[src/design/rtc_params.svh]
// Offsets, field positions and limits of the BCD time and calendar bank.
// Included by the day-count, counter bank and bench files; definitions only.
`ifndef RTC_PARAMS_SVH
`define RTC_PARAMS_SVH
`define OFS_SECONDS    6'h08
`define OFS_MINUTES    6'h09
`define OFS_HOURS      6'h0a
`define OFS_DAY        6'h0b
`define OFS_WEEKDAY    6'h0c
`define OFS_MONTH      6'h0d
`define OFS_YEAR       6'h0e
`define MASK_SECONDS   8'h7f
`define MASK_MINUTES   8'h7f
`define MASK_HOURS     8'h7f
`define MASK_DAY       8'h3f
`define MASK_WEEKDAY   8'h07
`define MASK_MONTH     8'h1f
`define MASK_YEAR      8'h7f
`define BIT_HOUR_MODE  6
`define BIT_PM         5
`define MAX_SEC_MIN    8'h59
`define MAX_HOUR_24    8'h23
`define MAX_HOUR_12    8'h12
`define HOUR_11        8'h11
`define MAX_WEEKDAY    8'h07
`define MAX_MONTH      8'h12
`define MAX_YEAR       8'h79
`define MONTH_FEB      8'h02
`define MIN_ONE        8'h01
`define ZERO_BYTE      8'h00
`define RESET_SECONDS  8'h00
`define RESET_MINUTES  8'h00
`define RESET_HOURS    8'h00
`define RESET_DAY      8'h01
`define RESET_WEEKDAY  8'h01
`define RESET_MONTH    8'h01
`define RESET_YEAR     8'h00
`endif

[src/design/rtc_pkg.sv]
// Types shared by the time and calendar counter bank.
// Assumes rtc_params.svh sits in the include path.
package rtc_pkg;
   typedef logic [7:0] bcd_byte_t;
   typedef logic [5:0] reg_addr_t;
endpackage

[src/design/bcd_step.sv]
// One BCD counter digit pair: increment with wrap to a minimum.
// Assumes the stored value is valid BCD within limits.
`timescale 1ns/1ps
`default_nettype none
module bcd_step
   import rtc_pkg::*;
(
   input  wire bcd_byte_t value,
   input  wire bcd_byte_t max_value,
   input  wire bcd_byte_t min_value,
   output logic [7:0]     next_value,
   output logic           wrap
);
   wire [3:0] units    = value[3:0];
   wire       unit_top = (units == 4'h9);
   wire [7:0] inc_units = {value[7:4], 4'(units + 4'h1)};
   wire [7:0] inc_tens  = {4'(value[7:4] + 4'h1), 4'h0};
   assign wrap       = (value == max_value);
   assign next_value = wrap ? min_value : (unit_top ? inc_tens : inc_units);
endmodule
`default_nettype wire

[src/design/days_in_month.sv]
// Last day of a month in BCD, with leap February.
// Assumes month and year are valid BCD values.
`timescale 1ns/1ps
`default_nettype none
`include "rtc_params.svh"
module days_in_month
   import rtc_pkg::*;
(
   input  wire bcd_byte_t month,
   input  wire bcd_byte_t year,
   output bcd_byte_t      last_day
);
   // BCD value divisible by four: tens parity picks units set
   wire tens_odd = year[4];
   wire [3:0] yu = year[3:0];
   wire leap = tens_odd ? (yu == 4'h2 || yu == 4'h6)
                        : (yu == 4'h0 || yu == 4'h4 || yu == 4'h8);
   wire short_month = (month == 8'h04) || (month == 8'h06) ||
                      (month == 8'h09) || (month == 8'h11);
   assign last_day = (month == `MONTH_FEB) ? (leap ? 8'h29 : 8'h28)
                   : (short_month ? 8'h30 : 8'h31);
endmodule
`default_nettype wire

[src/design/bcd_time_calendar_counters.sv]
// BCD time-of-day and calendar counter bank with byte register port.
// Assumes a one-cycle 1 Hz tick and a serial engine issuing reads/writes.
//
// Contract
// - Every counter register holds BCD: tens high, units low nibble.
// - Seconds 08h and minutes 09h use bits 6..0, values 0..59.
// - Hours 0Ah bit 6 selects 12h mode; PM bit 5 or 0..23.
// - Day 0Bh bits 5..0 hold 1..31; leap February reaches 29.
// - Year 0Eh bits 6..0 hold 0..79; multiples of 4 are leap.
// - Weekday 0Ch bits 2..0 hold 1..7, meaning chosen by software.
// - Month 0Dh bits 4..0 hold 1..12.
// - Unimplemented bits ignore writes and read back zero.
// - Counters advance only while watch enable gates the 1 Hz tick.
`timescale 1ns/1ps
`default_nettype none
`include "rtc_params.svh"
module bcd_time_calendar_counters
   import rtc_pkg::*;
(
   input  wire logic      core_clk,
   input  wire logic      rst_b,
   input  wire logic      tick_1hz,
   input  wire logic      watch_enable,
   input  wire reg_addr_t reg_addr,
   input  wire logic      reg_wr,
   input  wire bcd_byte_t reg_wdata,
   input  wire logic      reg_rd,
   output bcd_byte_t      reg_rdata,
   output logic           reg_rdata_valid
);
   bcd_byte_t current_seconds;
   bcd_byte_t current_minutes;
   bcd_byte_t current_hours;
   bcd_byte_t current_day_of_month;
   bcd_byte_t current_weekday;
   bcd_byte_t current_month;
   bcd_byte_t current_year;

   wire advance = tick_1hz & watch_enable;

   bcd_byte_t next_sec_cnt;
   bcd_byte_t next_min_cnt;
   logic      sec_wrap;
   logic      min_wrap;
   bcd_step u_sec (
      .value      (current_seconds),
      .max_value  (`MAX_SEC_MIN),
      .min_value  (`ZERO_BYTE),
      .next_value (next_sec_cnt),
      .wrap       (sec_wrap)
   );
   bcd_step u_min (
      .value      (current_minutes),
      .max_value  (`MAX_SEC_MIN),
      .min_value  (`ZERO_BYTE),
      .next_value (next_min_cnt),
      .wrap       (min_wrap)
   );

   wire       mode_12 = current_hours[`BIT_HOUR_MODE];
   wire       pm      = current_hours[`BIT_PM];
   wire [7:0] hour12  = {3'b000, current_hours[4:0]};
   wire [7:0] hour24  = {2'b00, current_hours[5:0]};

   bcd_byte_t next_h24;
   logic      h24_wrap;
   bcd_step u_h24 (
      .value      (hour24),
      .max_value  (`MAX_HOUR_24),
      .min_value  (`ZERO_BYTE),
      .next_value (next_h24),
      .wrap       (h24_wrap)
   );
   bcd_byte_t next_h12;
   logic      h12_wrap;
   bcd_step u_h12 (
      .value      (hour12),
      .max_value  (`MAX_HOUR_12),
      .min_value  (`MIN_ONE),
      .next_value (next_h12),
      .wrap       (h12_wrap)
   );

   // PM toggles at 11 to 12
   wire at_11      = (hour12 == `HOUR_11);
   wire next_pm    = at_11 ? ~pm : pm;
   wire day_from12 = at_11 & pm;
   wire hour_wrap  = mode_12 ? day_from12 : h24_wrap;
   wire [7:0] next_hours_cnt = mode_12
      ? {1'b0, 1'b1, next_pm, next_h12[4:0]}
      : {1'b0, 1'b0, next_h24[5:0]};

   bcd_byte_t last_day;
   days_in_month u_dim (
      .month    (current_month),
      .year     (current_year),
      .last_day (last_day)
   );
   bcd_byte_t next_day_cnt;
   logic      day_wrap;
   bcd_step u_day (
      .value      (current_day_of_month),
      .max_value  (last_day),
      .min_value  (`MIN_ONE),
      .next_value (next_day_cnt),
      .wrap       (day_wrap)
   );
   bcd_byte_t next_wday_cnt;
   bcd_step u_wday (
      .value      (current_weekday),
      .max_value  (`MAX_WEEKDAY),
      .min_value  (`MIN_ONE),
      .next_value (next_wday_cnt),
      .wrap       ()
   );
   bcd_byte_t next_mon_cnt;
   logic      mon_wrap;
   bcd_step u_mon (
      .value      (current_month),
      .max_value  (`MAX_MONTH),
      .min_value  (`MIN_ONE),
      .next_value (next_mon_cnt),
      .wrap       (mon_wrap)
   );
   bcd_byte_t next_year_cnt;
   bcd_step u_year (
      .value      (current_year),
      .max_value  (`MAX_YEAR),
      .min_value  (`ZERO_BYTE),
      .next_value (next_year_cnt),
      .wrap       ()
   );

   wire c_min  = advance & sec_wrap;
   wire c_hour = c_min & min_wrap;
   wire c_day  = c_hour & hour_wrap;
   wire c_mon  = c_day & day_wrap;
   wire c_year = c_mon & mon_wrap;

   // Host write wins over a same-cycle tick so set time is not lost
   wire w_sec  = reg_wr & (reg_addr == `OFS_SECONDS);
   wire w_min  = reg_wr & (reg_addr == `OFS_MINUTES);
   wire w_hour = reg_wr & (reg_addr == `OFS_HOURS);
   wire w_day  = reg_wr & (reg_addr == `OFS_DAY);
   wire w_wday = reg_wr & (reg_addr == `OFS_WEEKDAY);
   wire w_mon  = reg_wr & (reg_addr == `OFS_MONTH);
   wire w_year = reg_wr & (reg_addr == `OFS_YEAR);

   wire [7:0] next_seconds = w_sec ? (reg_wdata & `MASK_SECONDS)
                           : (advance ? next_sec_cnt : current_seconds);
   wire [7:0] next_minutes = w_min ? (reg_wdata & `MASK_MINUTES)
                           : (c_min ? next_min_cnt : current_minutes);
   wire [7:0] next_hours   = w_hour ? (reg_wdata & `MASK_HOURS)
                           : (c_hour ? next_hours_cnt : current_hours);
   wire [7:0] next_day     = w_day ? (reg_wdata & `MASK_DAY)
                           : (c_day ? next_day_cnt : current_day_of_month);
   wire [7:0] next_weekday = w_wday ? (reg_wdata & `MASK_WEEKDAY)
                           : (c_day ? next_wday_cnt : current_weekday);
   wire [7:0] next_month   = w_mon ? (reg_wdata & `MASK_MONTH)
                           : (c_mon ? next_mon_cnt : current_month);
   wire [7:0] next_year    = w_year ? (reg_wdata & `MASK_YEAR)
                           : (c_year ? next_year_cnt : current_year);

   always_ff @(posedge core_clk) begin
      if (!rst_b) begin
         current_seconds      <= `RESET_SECONDS;
         current_minutes      <= `RESET_MINUTES;
         current_hours        <= `RESET_HOURS;
         current_day_of_month <= `RESET_DAY;
         current_weekday      <= `RESET_WEEKDAY;
         current_month        <= `RESET_MONTH;
         current_year         <= `RESET_YEAR;
      end else begin
         current_seconds      <= next_seconds;
         current_minutes      <= next_minutes;
         current_hours        <= next_hours;
         current_day_of_month <= next_day;
         current_weekday      <= next_weekday;
         current_month        <= next_month;
         current_year         <= next_year;
      end
   end

   // unmapped and unused bits read zero
   wire [7:0] read_mux =
      (reg_addr == `OFS_SECONDS) ? current_seconds      :
      (reg_addr == `OFS_MINUTES) ? current_minutes      :
      (reg_addr == `OFS_HOURS)   ? current_hours        :
      (reg_addr == `OFS_DAY)     ? current_day_of_month :
      (reg_addr == `OFS_WEEKDAY) ? current_weekday      :
      (reg_addr == `OFS_MONTH)   ? current_month        :
      (reg_addr == `OFS_YEAR)    ? current_year         : `ZERO_BYTE;

   always_ff @(posedge core_clk) begin
      if (!rst_b) begin
         reg_rdata       <= `ZERO_BYTE;
         reg_rdata_valid <= 1'b0;
      end else begin
         reg_rdata       <= reg_rd ? read_mux : reg_rdata;
         reg_rdata_valid <= reg_rd;
      end
   end

   property p_no_tick_hold;
      @(posedge core_clk) disable iff (!rst_b)
      (!watch_enable && !reg_wr) |=> $stable(current_seconds);
   endproperty
   a_no_tick_hold: assert property (p_no_tick_hold)
      else $error("seconds moved without watch enable");

   property p_sec_wrap;
      @(posedge core_clk) disable iff (!rst_b)
      (advance && !reg_wr && current_seconds == 8'h59)
      |=> current_seconds == 8'h00;
   endproperty
   a_sec_wrap: assert property (p_sec_wrap)
      else $error("seconds did not wrap to zero");

   property p_sec_range;
      @(posedge core_clk) disable iff (!rst_b)
      current_seconds[7] == 1'b0;
   endproperty
   a_sec_range: assert property (p_sec_range)
      else $error("seconds bit 7 set");

   property p_unused_zero;
      @(posedge core_clk) disable iff (!rst_b)
      current_day_of_month[7:6] == 2'b00 && current_weekday[7:3] == 5'h00
      && current_month[7:5] == 3'h0 && current_year[7] == 1'b0;
   endproperty
   a_unused_zero: assert property (p_unused_zero)
      else $error("unimplemented bit set");

   property p_pm_toggle;
      @(posedge core_clk) disable iff (!rst_b)
      (c_hour && !reg_wr && mode_12 && hour12 == 8'h11)
      |=> current_hours[4:0] == 5'h12 && current_hours[5] != $past(pm);
   endproperty
   a_pm_toggle: assert property (p_pm_toggle)
      else $error("12h step at 11 wrong");

   property p_twelve_to_one;
      @(posedge core_clk) disable iff (!rst_b)
      (c_hour && !reg_wr && mode_12 && hour12 == 8'h12)
      |=> current_hours[4:0] == 5'h01 && current_hours[6];
   endproperty
   a_twelve_to_one: assert property (p_twelve_to_one)
      else $error("12h step at 12 wrong");

   property p_leap_feb;
      @(posedge core_clk) disable iff (!rst_b)
      (c_day && !reg_wr && current_month == 8'h02
       && current_day_of_month == 8'h28 && current_year == 8'h00)
      |=> current_day_of_month == 8'h29;
   endproperty
   a_leap_feb: assert property (p_leap_feb)
      else $error("leap year 00 skipped 29th");

   property p_month_wrap;
      @(posedge core_clk) disable iff (!rst_b)
      (c_mon && !reg_wr && current_month == 8'h12)
      |=> current_month == 8'h01 && current_year != $past(current_year);
   endproperty
   a_month_wrap: assert property (p_month_wrap)
      else $error("December rollover wrong");

   property p_read_latency;
      @(posedge core_clk) disable iff (!rst_b)
      (reg_rd && reg_addr == `OFS_WEEKDAY && !reg_wr)
      |=> reg_rdata_valid && reg_rdata == $past(current_weekday);
   endproperty
   a_read_latency: assert property (p_read_latency)
      else $error("weekday read mismatch");

   property p_hour_wrap24;
      @(posedge core_clk) disable iff (!rst_b)
      (c_hour && !reg_wr && !mode_12 && hour24 == `MAX_HOUR_24)
      |=> current_hours == `ZERO_BYTE
          && current_day_of_month != $past(current_day_of_month);
   endproperty
   a_hour_wrap24: assert property (p_hour_wrap24)
      else $error("24h rollover did not carry into day");

   property p_wday_wrap;
      @(posedge core_clk) disable iff (!rst_b)
      (c_day && !reg_wr && current_weekday == `MAX_WEEKDAY)
      |=> current_weekday == `MIN_ONE;
   endproperty
   a_wday_wrap: assert property (p_wday_wrap)
      else $error("weekday did not wrap to one");

   property p_unmapped_read;
      @(posedge core_clk) disable iff (!rst_b)
      (reg_rd && (reg_addr < `OFS_SECONDS || reg_addr > `OFS_YEAR))
      |=> reg_rdata == `ZERO_BYTE;
   endproperty
   a_unmapped_read: assert property (p_unmapped_read)
      else $error("unmapped read not zero");

   property p_min_range;
      @(posedge core_clk) disable iff (!rst_b)
      current_minutes[7] == 1'b0 && current_hours[7] == 1'b0;
   endproperty
   a_min_range: assert property (p_min_range)
      else $error("minutes or hours bit 7 set");
endmodule
`default_nettype wire

[config.mk]
export PLATFORM = sky130hd
export DESIGN_NAME = bcd_time_calendar_counters
export DESIGN_NICKNAME = d
export VERILOG_FILES = /design/src/design/rtc_pkg.sv /design/src/design/bcd_step.sv /design/src/design/days_in_month.sv /design/src/design/bcd_time_calendar_counters.sv
export VERILOG_INCLUDE_DIRS = /design/src /design/src/design
export SDC_FILE = /design/constraint.sdc
export NUM_CORES = 1
export LEC_CHECK = 0
export BUFFER_PORTS_ARGS = -buffer_cell sky130_fd_sc_hd__buf_2
export CAP_MARGIN = 5
export CORE_MARGIN = 2
export CORE_UTILIZATION = 63
export CTS_CLUSTER_SIZE = 24
export DETAILED_ROUTE_END_ITERATION = 7
export GPL_ROUTABILITY_DRIVEN = 1
export PLACE_DENSITY = 0.91
export SYNTH_ARGS = -nofsm -noshare
export SYNTH_HDL_FRONTEND = slang
export SYNTH_HIERARCHICAL = 1
export SYNTH_SLANG_ARGS = --single-unit
[constraint.sdc]
create_clock -name core_clk -period 3.72 [get_ports core_clk]
set_input_delay 0.744 -clock core_clk [delete_from_list [all_inputs] [get_ports core_clk]]
set_output_delay 0.744 -clock core_clk [all_outputs]
set_load 0.01 [all_outputs]
==> results by group, run 1 <==
Drt
  – DRC Markers: 0
  – Initial DRC count: 419
  – Via count: 5363
  – Drt via density: 5.71
  – ANT nets after route: 0
  – Post-DR wirelength/cell: 15.7 um
  – Drt first pass iters: 7
  – Routed WL: between 10000 and 15000 um

CTS
  – Num CTS Buffers: 9
  – Worst-path clk slew: 0.06 ns
  – Worst skew pair latency: between 0.3 and 0.4 ns
  – CTS Buffer Depth: 2
  – Root Buffer: clkbuf_8
  – CTS tree: built
  – H-tree depth: 3
  – Setup repair bufs after CTS: 0
  – Post-cts sizing count: 0
  – Post-cts hold buffer count: 0
  – CTS sink cnt: 64

Worst setup path
  – Critical path's slowest cell: o311ai_1
  – Crit Path Category: flip-flop to flip-flop
  – Crit path largest cell delay: 0.41 ns
  – Crit end category: flip-flop
  – Setup crit start kind: flip-flop
  – CP Data Required Time: 3.92 ns
  – CP Cell Sequence: or3_1 -> or3b_1 -> o311ai_1 -> xor2_1 -> nor4_2 -> nand2_2 -> inv_1 -> nand4_2 -> mux2i_1 -> a21oi_1
  – Worst-path fanout max: 9
  – Crit path DAT: between 3 and 4 ns

Synthesis
  – Ys Warns: 6
  – Syn avg cell area: roughly 8.5 um2
  – Area of the mapped netlist: around 5900 um2
  – Cells after Synth: 694

Power and ir drop
  – Max VDD drop: 0.265 mV
  – P_leak: 3.11 nW
  – Power density cells: 211 nW/um2

Timing
  – Final hold violations: 0
  – Setup_tns: 0 ns
  – Rel. slew slack: 0.417
  – Tmin final: 3.32 ns
  – Final Setup Violations: 0
  – Final hold slack: ~0.50 ns
  – RSZ-0062 raised after global routing: no
  – Period utilization: 0.893
  – Slew Limit Fails: 0
  – Worst Skew: ~0.0046 ns
  – Worst Max-Slew Pin Slew: 0.873 ns
  – FMAX: 301 MHz
  – Final worst slack: 0.397 ns

Floorplanning
  – Die ar.: 10100 um2
  – Row cnt: 35
  – Initial Util: 0.642
  – IO Count: 29
  – Die Height: 101 um
  – Die W: ~100 um
  – Core area: slightly above 9000 um2

Flow run
  – Max_cap viols: 0

Cells and area
  – Area growth syn-to-layout: 12.7%
  – Final Non-Filler Cells: 939
  – N_diodes: 0
  – Final #Nets: 853
  – Cell area after layout: ~6600 um2
  – Fraction of layout cells with a size suffix above 1: 0.165
  – Commonest non-fill, non-tap cell in the layout: conb_1
  – Most frequent cells in the layout: 125 x conb_1, 74 x mux2i_1, 72 x xor2_1

Global route
  – Number of global-route vias before repair: 5019
  – Grt ovf: 0
  – Largest net degree at the start of global routing: 41
  – First-pass GRT wire length: ~24000 um
  – Initial antenna violation count: 0
  – Total GRT Usage: 0.299

Placed design
  – Dpl cells: 926
  – Pre-CTS setup slack: 0.511 ns
  – GPL Wtd Cong: 0.893
  – Dpl hpwl: roughly 10000 um
  – PortBufs: 27
  – Placed instance area: 6460 um2

Status
  – Status: finished, final reports clean

Min path
  – HP Class: flip-flop to flip-flop
-- through the flow --
step                      power, mW   util
final                          1.40  0.723
after global routing           1.45  0.723
after CTS                      1.39  0.723
after detailed placement      0.883  0.706
after global placement        0.879  0.706
after floorplan               0.843      -
-- where the power goes --
group	switching (mW)	internal, mW
combinational	0.114	0.0625
clock	0.253	0.266
sequential	0.0106	0.691
total	0.378	1.02
-- path summary, 6_finish.rpt --
| check | startpoint | slack, ns | cells after the start | endpoint |
|---|---|---|---|---|
| min reg2reg | reg_rdata[3]$_SDFFE_PN0P_ | 0.50 | 2 | reg_rdata[3]$_SDFFE_PN0P_ |
| max | current_month[4]$_SDFFE_PN0P_ | 0.40 | 10 | current_year[0]$_SDFFE_PN0P_ |
| min | reg_rdata[3]$_SDFFE_PN0P_ | 0.50 | 2 | reg_rdata[3]$_SDFFE_PN0P_ |
| max reg2reg | current_month[4]$_SDFFE_PN0P_ | 0.40 | 10 | current_year[0]$_SDFFE_PN0P_ |
-- cell type report --
type | count | area, um2
clock buffer | 12 | 155
clock inverter | 1 | 5.00
fill | 683 | 2530
inverter | 30 | 113
multi-input combinational | 689 | 4750
sequential | 64 | 1280
tap | 111 | 139
timing repair buffer | 32 | 173
-- worst max-delay path, delay by kind of cell (launching register included) --
family / cells / cell delay [ns]
compound gates: 2 / 0.50
xor+xnor: 1 / 0.14
buf+inv: 1 / 0.21
flops: 1 / 0.40
mux: 1 / 0.29
simple gates: 5 / 1.66
-- sequential cells by signal, indices dropped and copies added, names as in the netlist --
| signal | cells |
|---|---|
| reg_rdata_valid | 1 |
| current_hours | 7 |
| current_day_of_month | 8 |
| current_minutes | 8 |
| reg_rdata | 8 |
| current_year | 8 |
| current_month | 8 |
| current_seconds | 8 |
| current_weekday | 8 |
-- metal layers --
metal  track usage  part of all wire  up-vias  routed length [um]
met2         0.505              0.48      193                7080
met5             0                 0        -                   0
li1              -                 -     2642                   -
met4         0.102             0.028        0                 408
met3        0.0527             0.072       43                1060
met1         0.386              0.42     2485                6170
Note: power is estimated with default switching activity, not from simulation.
==> inputs of run 2 (changes only) <==
ABC_AREA = 1   (was default)
CORE_UTILIZATION = 64   (was 63)
HOLD_SLACK_MARGIN = 0.02   (was default)
==> results by group, run 2 <==
Floorplanning
  – Die Height: 109 um (was 101 um)
  – Core area: 10800 um2 (was 9150 um2)
  – Die W: 109 um (was 101 um)
  – Die ar.: 11900 um2 (was 10100 um2)
  – Initial Util: 0.652 (was 0.642)
  – IO Count: 29 (unchanged)
  – Row cnt: 38 (was 35)

Cells and area
  – Final #Nets: 1348 (was 853)
  – N_diodes: 0 (unchanged)
  – Area growth syn-to-layout: 13.7% (was 12.7%)
  – Fraction of layout cells with a size suffix above 1: 0.140 (was 0.165)
  – Commonest non-fill, non-tap cell in the layout: nand2_1 (was conb_1)
  – Final Util: 0.742 (was 0.723)
  – Filler cell count: 888 (was 683)
  – Most frequent cells in the layout: 377 x nand2_1, 147 x conb_1, 130 x nand3_1 (was 125 x conb_1, 74 x mux2i_1, 72 x xor2_1)

Status
  – Status: finished, final reports clean (unchanged)

Placed design
  – GPL Wtd Cong: 0.972 (was 0.893)
  – Dpl hpwl: 13000 um (was 10300 um)
  – PortBufs: 27 (unchanged)

Drt
  – DRC Markers: 0 (unchanged)
  – ANT nets after route: 0 (unchanged)
  – Post-DR wirelength/cell: 11.7 um (was 15.7 um)
  – Initial DRC count: 647 (was 419)
  – Drt first pass iters: 5 (was 7)
  – Via count: 7398 (was 5363)
  – Routed WL: 17200 um (was 14700 um)
  – Drt via density: 5.05 (was 5.71)

Timing
  – Final Setup Violations: 0 (unchanged)
  – Tmin final: 2.56 ns (was 3.32 ns)
  – RSZ-0062 raised after global routing: no (unchanged)
  – FMAX: 391 MHz (was 301 MHz)
  – Period utilization: 0.687 (was 0.893)
  – Worst Max-Slew Pin Slew: 0.880 ns (was 0.873 ns)
  – Final hold slack: 0.472 ns (was 0.496 ns)
  – Slew Limit Fails: 0 (unchanged)
  – Rel. slew slack: 0.413 (was 0.417)
  – Setup_tns: 0 ns (unchanged)
  – Final hold violations: 0 (unchanged)
  – Worst Skew: 0.0115 ns (was 0.00462 ns)

Power and ir drop
  – Pint: 1.16 mW (was 1.02 mW)
  – P_leak: 4.16 nW (was 3.11 nW)
  – Combinational Power Share: 0.160 (was 0.126)
  – Clk pwr share: 0.418 (was 0.372)
  – Power density cells: 208 nW/um2 (was 211 nW/um2)
  – Reg power frac: 0.422 (was 0.502)
  – Max VDD drop: 0.164 mV (was 0.265 mV)
  – P_sw: 510 uW (was 378 uW)
  – Net switching fraction of the power: 0.306 (was 0.270)

Global route
  – Number of global-route vias before repair: 6316 (was 5019)
  – Largest net degree at the start of global routing: 33 (was 41)
  – Total GRT Usage: 0.304 (was 0.299)
  – Grt ovf: 0 (unchanged)
  – First-pass GRT wire length: 28900 um (was 24200 um)
  – Initial antenna violation count: 0 (unchanged)

CTS
  – CTS tree: built (unchanged)
  – Setup repair bufs after CTS: 0 (unchanged)
  – H-tree depth: 3 (unchanged)
  – Worst skew pair latency: 0.36 ns (was 0.34 ns)
  – CTS sink cnt: 64 (unchanged)
  – Num CTS Buffers: 9 (unchanged)
  – Root Buffer: clkbuf_8 (unchanged)
  – CTS Buffer Depth: 2 (unchanged)
  – Post-cts sizing count: 0 (unchanged)
  – Worst-path clk slew: 0.08 ns (was 0.06 ns)
  – Post-cts hold buffer count: 0 (unchanged)

Worst setup path
  – Crit path largest cell delay: 0.54 ns (was 0.41 ns)
  – CP most frequent cell: nand2_1
  – CP Cell Sequence: inv_1 -> nor2_2 -> nand2_2 -> nor2_4 -> nand3_1 -> nand2_1 -> nand2_1 -> nand2_2 -> nand2_4 -> nor2_4 -> nand2_4 -> inv_1 -> nand4_2 -> nand2_1 -> inv_2 -> nor2_1 -> nor2_1 (was or3_1 -> or3b_1 -> o311ai_1 -> xor2_1 -> nor4_2 -> nand2_2 -> inv_1 -> nand4_2 -> mux2i_1 -> a21oi_1)
  – CP bufs+invs: 3 (was 1)
  – Crit Path Category: flip-flop to flip-flop (unchanged)
  – R2R cell count: 17 (was 10)
  – Crit end category: flip-flop (unchanged)
  – Critical path's slowest cell: dfxtp_1 (was o311ai_1)
  – Kind of cell adding the most delay to the critical path: simple AND/OR/NAND/NOR gates (unchanged)
  – CP Data Required Time: 3.96 ns (was 3.92 ns)
  – WP depth: 17 (was 10)
  – Crit path DAT: 2.80 ns (was 3.53 ns)
  – Worst-path fanout max: 9 (unchanged)
  – Setup crit start kind: flip-flop (unchanged)

Synthesis
  – Ys Warns: 6 (unchanged)
  – Area of the mapped netlist: 7040 um2 (was 5880 um2)
  – Cells after Synth: 1158 (was 694)
  – Syn avg cell area: 6.08 um2 (was 8.47 um2)

Flow run
  – Max_cap viols: 0 (unchanged)

Min path
  – Hold depth: 2 (unchanged)
  – HP Class: flip-flop to flip-flop (unchanged)
run 2: changes by cell type in the layout (fill, tap and decap cells not counted), moves of 21 or more:
cell / change
inv_1: +76
nand2_1: +312
xor2_1: -64
mux2_2: -59
nand3_1: +116
conb_1: +22
xnor2_1: +33
nand2_4: +26
nor2_4: +22
inv_2: +21
nor2_1: +50
mux2i_1: -74
run 2: final cells by class:
class	count	area, um2	share of cell area
clock buffers	9	124	0.0155
multi-input cells	1082	5640	0.705
repair buffers	32	173	0.0216
inverters	132	507	0.0633
flip-flops and latches	64	1280	0.160
clock inverters	7	103	0.0128
well taps	140	175	0.0219
run 2: per-layer routing:
metal  share of wire  wire [um]  vias up  track usage
li1                -          -     3916            -
met1            0.45       7670     3162        0.412
met2            0.45       7730      264        0.475
met3           0.068       1170       56       0.0395
met4           0.038        646        0        0.147
met5               0          0        -            0
run 2: through the flow:
step / area, um2 / setup slack (ns) / std cells / power (mW)
3_3_place_gp: 7780 / 1.31 / 1450 / 0.973
2_1_floorplan: 7570 / 1.63 / 1301 / 0.928
6_report: 8000 / 1.16 / 1466 / 1.67
4_1_cts: 8000 / 1.22 / 1466 / 1.65
5_1_grt: 8000 / 0.967 / 1466 / 1.73
3_5_place_dp: 7780 / 1.27 / 1450 / 0.977
run 2: power groups by stage:
| stage | registers [mW] | clock network, mW | logic, mW |
|---|---|---|---|
| after floorplan | 0.717 | 0 | 0.211 |
| after global placement | 0.718 | 0 | 0.255 |
| after detailed placement | 0.718 | 0 | 0.259 |
| after CTS | 0.702 | 0.692 | 0.260 |
| after global routing | 0.704 | 0.726 | 0.298 |
| final | 0.703 | 0.697 | 0.267 |
run 2: worst paths after layout:
check                                start                           end  slack [ns]
max          current_month[1]$_SDFFE_PN0P_  current_year[1]$_SDFFE_PN0P_        1.16
min              reg_rdata[5]$_SDFFE_PN0P_     reg_rdata[5]$_SDFFE_PN0P_        0.47
max reg2reg  current_month[1]$_SDFFE_PN0P_  current_year[1]$_SDFFE_PN0P_        1.16
min reg2reg      reg_rdata[5]$_SDFFE_PN0P_     reg_rdata[5]$_SDFFE_PN0P_        0.47
run 2: tightest hold or removal path: stages, from the launching register on:
cell,delay (ns)
dfxtp_1,0.32
nand2_1,0.06
a21oi_1,0.05
